`config.mk`:
```
export PLATFORM = sky130hd
export DESIGN_NAME = serial_control
export DESIGN_NICKNAME = d
export VERILOG_FILES = /design/src/design/serial_control.v
export VERILOG_INCLUDE_DIRS = /design/src /design/src/design
export SDC_FILE = /design/constraint.sdc
export NUM_CORES = 1
export LEC_CHECK = 0
export ABC_AREA = 1
export ABC_CLOCK_PERIOD_IN_PS = 1860
export BUFFER_PORTS_ARGS = -buffer_cell sky130_fd_sc_hd__buf_2
export CAP_MARGIN = 10
export CORE_UTILIZATION = 45
export DETAILED_ROUTE_END_ITERATION = 7
export GPL_TIMING_DRIVEN = 0
export SLEW_MARGIN = 20
export SYNTH_ARGS = -nofsm -noshare
export SYNTH_HDL_FRONTEND = slang
export SYNTH_SLANG_ARGS = --single-unit
```
`constraint.sdc`:
```
create_clock -name clk_in -period 1.86 [get_ports clk_in]
set_input_delay 0.558 -clock clk_in [delete_from_list [all_inputs] [get_ports clk_in]]
set_output_delay 0.558 -clock clk_in [all_outputs]
set_load 0.02 [all_outputs]
```
`src/design/serial_control_map.vh`:
```
/*
 * serial control block constants: register indices, control bit positions,
 * status bit positions, reset values and timing counts.
 * assumes inclusion by bare name from the design file only.
 */
`ifndef SERIAL_CONTROL_MAP_VH
`define SERIAL_CONTROL_MAP_VH

// ----------------------------------------------------------------
// register addresses
// ----------------------------------------------------------------
`define ADDR_CONTROL 3'h0
`define ADDR_MODE 3'h1
`define ADDR_STATUS 3'h2
`define ADDR_TX_HOLD 3'h3
`define ADDR_RX_DATA 3'h4
`define ADDR_CARD_MODE 3'h5
`define ADDR_BAUD 3'h6

// ----------------------------------------------------------------
// control register bits
// ----------------------------------------------------------------
`define CTL_TX_IRQ_ON 7
`define CTL_RX_IRQ_ON 6
`define CTL_TX_ON 5
`define CTL_RX_ON 4
`define CTL_RESET 8'h00

// ----------------------------------------------------------------
// status register bits
// ----------------------------------------------------------------
`define ST_TX_EMPTY 7
`define ST_RX_FULL 6
`define ST_OVERRUN 5
`define ST_FRAMING 4
`define ST_PARITY 3
`define ST_TX_DONE 2
`define ST_RESET 8'h84

// ----------------------------------------------------------------
// mode register bits and timing
// ----------------------------------------------------------------
`define MODE_SYNC 7
`define MODE_PARITY_ON 5
`define MODE_PARITY_ODD 4
`define BAUD_RESET 8'h0F
`define CARD_SELECT 0

`endif

```
`src/design/serial_control.v`:
```
/*
 * serial control block: control register with transmit and receive
 * enables and interrupt enables, status flags, a minimal 8-bit
 * asynchronous transmitter and a receiver for asynchronous and clocked modes.
 * assumes a single 25 MHz clock, a one-cycle strobe register port,
 * and serial pins that are asynchronous to clk_in.
 */
//
// Summary of operation
// RL1: tx empty interrupt raised only while transmit interrupt enable bit 7 is one.
// RL2: tx empty interrupt drops when flag cleared after read, or enable cleared.
// RL3: receive interrupt enable bit 6 allows receive full and error interrupts.
// RL4: receive interrupts drop on flag clear after read one, or enable cleared.
// RL5: with transmit enable bit 5, sending starts after data write and flag clear.
// RL6: software programs the mode register before setting either enable bit.
// RL7: while transmit enable is zero the tx buffer empty flag stays one.
// RL8: with receive enable bit 4, receive on start bit or on sync clock.
// RL9: clearing receive enable leaves receive full and fault flags untouched.
// RL10: control register layout and reset identical whatever card select is.
// RL11: each source interrupt output is the level AND of its flag(s) and enable; irq_out is the OR of the three.
`include "serial_control_map.vh"

module serial_control (
	// clock and reset
	input wire clk_in,
	input wire arst_n_in,
	// register port
	input wire [2:0] addr_in,
	input wire [7:0] wdata_in,
	input wire wr_in,
	input wire rd_in,
	output reg [7:0] rdata_out,
	// serial line
	input wire rxd_in,
	input wire sck_in,
	output reg txd_out,
	// interrupts
	output wire tx_empty_irq_out,
	output wire rx_full_irq_out,
	output wire rx_error_irq_out,
	output wire irq_out
);

	// ----------------------------------------------------------------
	// registers
	// ----------------------------------------------------------------
	localparam S_IDLE = 2'h0;
	localparam S_START = 2'h1;
	localparam S_DATA = 2'h2;
	localparam S_STOP = 2'h3;

	reg [7:0] serial_control_reg;
	reg [7:0] serial_mode_reg;
	reg [7:0] serial_status_reg;
	reg [7:0] tx_holding_reg;
	reg [7:0] rx_data;
	reg [7:0] card_mode_reg;
	reg [7:0] baud_div;
	// status bits seen as one by software, needed before a clear works
	reg [7:0] seen_one;

	wire tx_irq_on = serial_control_reg[`CTL_TX_IRQ_ON];
	wire rx_irq_on = serial_control_reg[`CTL_RX_IRQ_ON];
	wire tx_on = serial_control_reg[`CTL_TX_ON];
	wire rx_on = serial_control_reg[`CTL_RX_ON];
	wire sync_mode = serial_mode_reg[`MODE_SYNC];
	wire parity_on = serial_mode_reg[`MODE_PARITY_ON];
	wire parity_odd = serial_mode_reg[`MODE_PARITY_ODD];
	wire tx_buffer_empty = serial_status_reg[`ST_TX_EMPTY];
	wire rx_buffer_full = serial_status_reg[`ST_RX_FULL];
	wire error_any = serial_status_reg[`ST_OVERRUN] |
		serial_status_reg[`ST_FRAMING] | serial_status_reg[`ST_PARITY];

	// ----------------------------------------------------------------
	// pin synchronisers
	// ----------------------------------------------------------------
	reg [1:0] rxd_sync;
	reg [1:0] sck_sync;
	reg sck_prev;
	always @(posedge clk_in or negedge arst_n_in) begin
		if (!arst_n_in) begin
			rxd_sync <= 2'h3;
			sck_sync <= 2'h3;
			sck_prev <= 1'b1;
		end else begin
			rxd_sync <= {rxd_sync[0], rxd_in};
			sck_sync <= {sck_sync[0], sck_in};
			sck_prev <= sck_sync[1];
		end
	end
	wire rxd = rxd_sync[1];
	wire sck_rise = sck_sync[1] & ~sck_prev;

	// ----------------------------------------------------------------
	// bit tick from baud divider
	// ----------------------------------------------------------------
	reg [7:0] baud_cnt;
	wire tick = (baud_cnt == 8'h00);
	always @(posedge clk_in or negedge arst_n_in) begin
		if (!arst_n_in)
			baud_cnt <= 8'h00;
		else if (tick)
			baud_cnt <= baud_div;
		else
			baud_cnt <= baud_cnt - 8'h01;
	end

	// ----------------------------------------------------------------
	// transmitter
	// ----------------------------------------------------------------
	reg [1:0] tx_state;
	reg [2:0] tx_bit;
	reg [7:0] tx_shift;
	reg tx_par;
	reg tx_par_sent;
	wire tx_launch;
	// start only once software has released the holding register
	assign tx_launch = tx_on & ~tx_buffer_empty & (tx_state == S_IDLE) &
		tick; // see RL5
	always @(posedge clk_in or negedge arst_n_in) begin
		if (!arst_n_in) begin
			tx_state <= S_IDLE;
			tx_bit <= 3'h0;
			tx_shift <= 8'h00;
			tx_par <= 1'b0;
			tx_par_sent <= 1'b0;
			txd_out <= 1'b1;
		end else if (!tx_on) begin
			tx_state <= S_IDLE;
			txd_out <= 1'b1;
		end else if (tick) begin
			case (tx_state)
			S_IDLE: begin
				if (tx_launch) begin
					tx_shift <= tx_holding_reg;
					tx_par <= parity_odd;
					tx_par_sent <= 1'b0;
					tx_state <= S_START;
					txd_out <= 1'b0;
				end
			end
			S_START: begin
				tx_bit <= 3'h0;
				txd_out <= tx_shift[0];
				tx_par <= tx_par ^ tx_shift[0];
				tx_shift <= {1'b0, tx_shift[7:1]};
				tx_state <= S_DATA;
			end
			S_DATA: begin
				if (tx_bit == 3'h7) begin
					if (parity_on && !tx_par_sent) begin
						txd_out <= tx_par;
						tx_par_sent <= 1'b1;
					end else begin
						txd_out <= 1'b1;
						tx_state <= S_STOP;
					end
				end else begin
					tx_bit <= tx_bit + 3'h1;
					txd_out <= tx_shift[0];
					tx_par <= tx_par ^ tx_shift[0];
					tx_shift <= {1'b0, tx_shift[7:1]};
				end
			end
			S_STOP: begin
				txd_out <= 1'b1;
				tx_state <= S_IDLE;
			end
			default: tx_state <= S_IDLE;
			endcase
		end
	end

	// ----------------------------------------------------------------
	// receiver
	// ----------------------------------------------------------------
	// simplification: async sampling once per tick, no mid-bit centring
	reg [1:0] rx_state;
	reg [2:0] rx_bit;
	reg [7:0] rx_shift;
	reg rx_par;
	reg rx_par_done;
	reg rx_done;
	reg rx_frame_bad;
	reg rx_par_bad;
	wire rx_step = sync_mode ? sck_rise : tick;
	always @(posedge clk_in or negedge arst_n_in) begin
		if (!arst_n_in) begin
			rx_state <= S_IDLE;
			rx_bit <= 3'h0;
			rx_shift <= 8'h00;
			rx_par <= 1'b0;
			rx_par_done <= 1'b0;
			rx_done <= 1'b0;
			rx_frame_bad <= 1'b0;
			rx_par_bad <= 1'b0;
		end else begin
			rx_done <= 1'b0;
			if (!rx_on) begin
				rx_state <= S_IDLE;
			end else if (rx_step) begin
				case (rx_state)
				S_IDLE: begin
					rx_bit <= 3'h0;
					rx_par <= parity_odd;
					rx_par_done <= 1'b0;
					if (sync_mode) begin
						rx_shift <= {rxd, rx_shift[7:1]};
						rx_par <= parity_odd ^ rxd;
						rx_bit <= 3'h1;
						rx_state <= S_DATA; // see RL8
					end else if (!rxd) begin
						rx_state <= S_START; // see RL8
					end
				end
				S_START: begin
					rx_shift <= {rxd, rx_shift[7:1]};
					rx_par <= rx_par ^ rxd;
					rx_bit <= 3'h1;
					rx_state <= S_DATA;
				end
				S_DATA: begin
					if (rx_bit == 3'h0) begin
						if (!sync_mode && parity_on && !rx_par_done) begin
							rx_par_bad <= rx_par ^ rxd;
							rx_par_done <= 1'b1;
						end else begin
							rx_frame_bad <= ~sync_mode & ~rxd;
							if (!parity_on || sync_mode)
								rx_par_bad <= 1'b0;
							rx_done <= 1'b1;
							rx_state <= S_IDLE;
						end
					end else begin
						rx_shift <= {rxd, rx_shift[7:1]};
						rx_par <= rx_par ^ rxd;
						rx_bit <= rx_bit + 3'h1;
						if (sync_mode && rx_bit == 3'h7) begin
							rx_done <= 1'b1;
							rx_frame_bad <= 1'b0;
							rx_par_bad <= 1'b0;
							rx_state <= S_IDLE;
						end
					end
				end
				default: rx_state <= S_IDLE;
				endcase
			end
		end
	end
	// rx_done is registered, so the last shift has landed when it is seen
	wire [7:0] rx_word = rx_shift;

	// ----------------------------------------------------------------
	// register writes and status flags
	// ----------------------------------------------------------------
	wire wr_status = wr_in & (addr_in == `ADDR_STATUS);
	wire rd_status = rd_in & (addr_in == `ADDR_STATUS);
	reg [7:0] next_status;
	reg [7:0] clr_mask;
	always @* begin
		clr_mask = 8'h00;
		if (wr_status)
			clr_mask = seen_one & ~wdata_in;
		next_status = serial_status_reg & ~clr_mask; // see RL2, RL4
		// set wins over a clear arriving in the same cycle
		if (tx_launch) begin
			next_status[`ST_TX_EMPTY] = 1'b1;
			next_status[`ST_TX_DONE] = 1'b0;
		end
		if (tx_state == S_STOP && tick && tx_buffer_empty)
			next_status[`ST_TX_DONE] = 1'b1;
		if (!tx_on)
			next_status[`ST_TX_EMPTY] = 1'b1; // see RL7
		// fault flags are set only on a finished frame, never on rx_on
		if (rx_done) begin // see RL9
			if (rx_buffer_full) begin
				next_status[`ST_OVERRUN] = 1'b1;
			end else begin
				next_status[`ST_RX_FULL] = 1'b1;
				// faults are sticky: a later good frame never clears one
				if (rx_frame_bad)
					next_status[`ST_FRAMING] = 1'b1;
				if (rx_par_bad)
					next_status[`ST_PARITY] = 1'b1;
			end
		end
	end

	always @(posedge clk_in or negedge arst_n_in) begin
		if (!arst_n_in) begin
			serial_control_reg <= `CTL_RESET;
			serial_mode_reg <= 8'h00;
			serial_status_reg <= `ST_RESET;
			tx_holding_reg <= 8'h00;
			rx_data <= 8'h00;
			card_mode_reg <= 8'h00;
			baud_div <= `BAUD_RESET;
			seen_one <= 8'h00;
		end else begin
			serial_status_reg <= next_status;
			if (rd_status)
				seen_one <= serial_status_reg;
			else if (wr_status)
				seen_one <= 8'h00;
			if (rx_done && !rx_buffer_full)
				rx_data <= rx_word;
			if (wr_in) begin
				case (addr_in)
				// card select changes no layout or reset of this register
				`ADDR_CONTROL: serial_control_reg <= wdata_in; // see RL10
				`ADDR_MODE: serial_mode_reg <= wdata_in; // see RL6
				`ADDR_TX_HOLD: tx_holding_reg <= wdata_in;
				`ADDR_CARD_MODE: card_mode_reg <= wdata_in;
				`ADDR_BAUD: baud_div <= wdata_in;
				default: ;
				endcase
			end
		end
	end

	// ----------------------------------------------------------------
	// read data and interrupts
	// ----------------------------------------------------------------
	always @(posedge clk_in or negedge arst_n_in) begin
		if (!arst_n_in) begin
			rdata_out <= 8'h00;
		end else if (rd_in) begin
			case (addr_in)
			`ADDR_CONTROL: rdata_out <= serial_control_reg;
			`ADDR_MODE: rdata_out <= serial_mode_reg;
			`ADDR_STATUS: rdata_out <= serial_status_reg;
			`ADDR_TX_HOLD: rdata_out <= tx_holding_reg;
			`ADDR_RX_DATA: rdata_out <= rx_data;
			`ADDR_CARD_MODE: rdata_out <= card_mode_reg;
			`ADDR_BAUD: rdata_out <= baud_div;
			default: rdata_out <= 8'h00;
			endcase
		end else begin
			rdata_out <= 8'h00;
		end
	end

	assign tx_empty_irq_out = tx_irq_on & tx_buffer_empty; // see RL1, RL11
	assign rx_full_irq_out = rx_irq_on & rx_buffer_full; // see RL3, RL11
	assign rx_error_irq_out = rx_irq_on & error_any; // see RL3, RL11
	assign irq_out = tx_empty_irq_out | rx_full_irq_out | rx_error_irq_out;

endmodule // serial_control

```
==> flow_metrics.env <==
export IMPL_cp_end_kind="output port"
export IMPL_relSlewSlack=0.512
export IMPL_portBuffers=29
export IMPL_ys_flop_type="dfrtp_1"
export IMPL_ant_nets=0
export IMPL_initial_core_util=0.471
export IMPL_dieArea_sq_um=13300
export IMPL_cts_sinks=119
export IMPL_hold_buffers=0
export IMPL_cts_tree="done"
export IMPL_rsz0062_at_grt="true"
export IMPL_synth_most_common_cell="nand2_1"
export IMPL_io_pins=30
export IMPL_p_leak_uw=0.00344
export IMPL_clk_pin_slew_worst_paths_ps=50
export IMPL_reg2reg_setup_slack_ps=140
export IMPL_status="complete, but fails checks"
export IMPL_setup_viol=1
export IMPL_grt_util_all_layers=0.235
export IMPL_ir_drop_mv=0.696
export IMPL_synth_async_reset_ratio=1.00
export IMPL_ys_top_cells_by_count="nand2_1 (203), dfrtp_1 (107), inv_1 (73)"
export IMPL_drv_slew=0
export IMPL_synth_top_cell_by_area="dfrtp_1"
export IMPL_drt_iter0_markers=403
export IMPL_synth_area_leaders="dfrtp_1 (46%), nand2_1 (13%), dfstp_2 (5.5%), inv_1 (4.7%), o21ai_0 (4.0%)"
export IMPL_grt_ovfl_total=0
export IMPL_avgSynthCellArea_sq_um=8.43
export IMPL_synthToLayoutAreaGrowth_pct=19.5
export IMPL_tns_ps=-3.21
export IMPL_fin_area_sq_um=6890
export IMPL_grt_max_degree=79
export IMPL_crit_required_ps=1300
export IMPL_coreArea_sq_um=12300
export IMPL_numCtsBuffers=17
export IMPL_yosysWarnings=0
export IMPL_multi_input_comb_area_sq_um=2430
export IMPL_cap_violations=0
export IMPL_synth_cells=684
export IMPL_cts_root_buf="clkbuf_16"
export IMPL_drive_gt1_frac=0.199
export IMPL_grt_first_pass_wirelength_mm=23.3
export IMPL_place_area_sq_um=6150
export IMPL_violations="negative setup slack"
export IMPL_nets=779
export IMPL_netlist_area_sq_um=5770
export IMPL_vias=4732
export IMPL_arrival_ps=1310
export IMPL_hpwl_mm=10.1
export IMPL_die_w_um=115
export IMPL_rows=40
export IMPL_min_path_type="input pin to async pin"
export IMPL_insertion_delay_ps=420
export IMPL_cp_startpoint="serial_status_reg[7]"
export IMPL_critical_path_class="flip-flop to output port"
export IMPL_wl_per_cell_um=15.1
export IMPL_dr_pass1_iters=5
export IMPL_seq_area_sq_um=2990
export IMPL_fillers=1120
export IMPL_r2r_end="tx_shift[7]"
export IMPL_reg2reg_depth=10
export IMPL_antenna_found_initial=0
export IMPL_worst_slew_pin_slew_ps=731
export IMPL_worst_setup_path_start_kind="flip-flop"
export IMPL_synth_enable_flop_cells=0
export IMPL_diodes=0
export IMPL_period_needed_ps=1860
export IMPL_drt_vias_per_instance=5.11
export IMPL_synth_top_area_share=0.464
export IMPL_h_tree_depth=4
export IMPL_wirelength_mm=14.0
export IMPL_clockBufferDepth=2
export IMPL_fin_worst_skew_ps=5.93
export IMPL_drc=0
export IMPL_dieHeight_um=115
export IMPL_power_density_nw_per_um2=1290
export IMPL_globalplace_congestion=0.903
export IMPL_r2r_start="tx_state[0]"
export IMPL_finalCritPeriodShare=1.00
export IMPL_fin_ws_ps=-3.21
export IMPL_ys_ff_latch=119
export IMPL_yosysSeqAreaShare=0.519
export IMPL_worst_path_max_fanout=2
export IMPL_final_hold_viol_count=0
export IMPL_syn_nets=718
export IMPL_max_clock_freq_mhz=537
export IMPL_synth_distinct_cells=36
export IMPL_grt_pass1_vias=4559
[kinds of logic after synthesis]
group,after synthesis,share of synthesized area
buffers and inverters,99,0.0698
DFF,119,0.519
and+or+nand+nor,308,0.226
AOI/OAI and AO/OA,130,0.130
xor gates and xnor gates,3,0.00456
adders and majority gates,17,0.0369
muxes,8,0.0141
[worst max path at each step]
stage,slack (ps),depth (start not counted),end
after global routing,-80,5,irq_out
after detailed placement,-30,10,tx_shift[7]
after global placement,-1280,1,rx_shift[2]
final,-3,5,irq_out
after CTS,-10,5,irq_out
after floorplan,190,10,tx_shift[6]
[layout make-up]
cell class,count,area share
clock buffers,24,0.0714
well taps,168,0.0305
plain buffers,15,0.0131
flip-flops and latches,119,0.434
clock inverters,8,0.0142
multi-input cells,466,0.352
inverters,84,0.0458
repair buffers,42,0.0389
[repair_timing]
action / in CTS / in global routing
gates resized for setup: 10 / 11
pin swaps: 3 / 3
setup endpoints to repair: 12 / 24
buffers inserted: 4 / 8
[cells in the final DEF, fill, tap and decap left out, types with 13 or more instances in the layout]
| cell | netlist | routed |
|---|---|---|
| clkbuf_16 | 0 | 17 |
| o21ai_0 | 46 | 45 |
| nand2_1 | 203 | 202 |
| a21oi_1 | 24 | 24 |
| buf_4 | 1 | 13 |
| o21ai_2 | 15 | 15 |
| inv_1 | 73 | 66 |
| o21ai_1 | 29 | 30 |
| dfrtp_1 | 107 | 107 |
| ha_1 | 17 | 16 |
| buf_2 | 10 | 36 |
| inv_2 | 11 | 18 |
| nor2_1 | 42 | 40 |
| nand3_1 | 32 | 31 |
[routing by layer]
layer,vias to the layer above,share of wire,track usage
li1,2340,-,-
met4,0,0.020,0.0892
met2,121,0.46,0.365
met3,21,0.043,0.0559
met1,2250,0.47,0.321
met5,-,0,0
[stage by stage]
step | setup slack [ps] | total power, uW | std cells | hold slack [ps] | utilization
3_5_place_dp | -29.1 | 5500 | 882 | 347 | 0.502
4_1_cts | -10.8 | 8810 | 918 | 208 | 0.554
5_1_grt | -78.9 | 9430 | 926 | 220 | 0.562
2_1_floorplan | 185 | 4910 | 684 | 262 | -
3_3_place_gp | -1280 | 5430 | 881 | 346 | 0.499
6_report | -3.21 | 8900 | 926 | 172 | 0.562
[power breakdown]
part | switching [uW] | internal [uW] | leakage (uW) | total [uW]
registers | 350 | 3100 | 0.00152 | 3450
clock network | 1120 | 2100 | 0.000282 | 3220
logic | 1400 | 832 | 0.00164 | 2230
total | 2870 | 6030 | 0.00344 | 8900
[worst max-delay path, stage by stage, from the launching register on]
cell	delay [ps]
dfstp_2	540
nand2_2	70
inv_2	60
nor2_1	30
nand2_1	80
buf_6	110
Power figures use the tool's default switching activity.
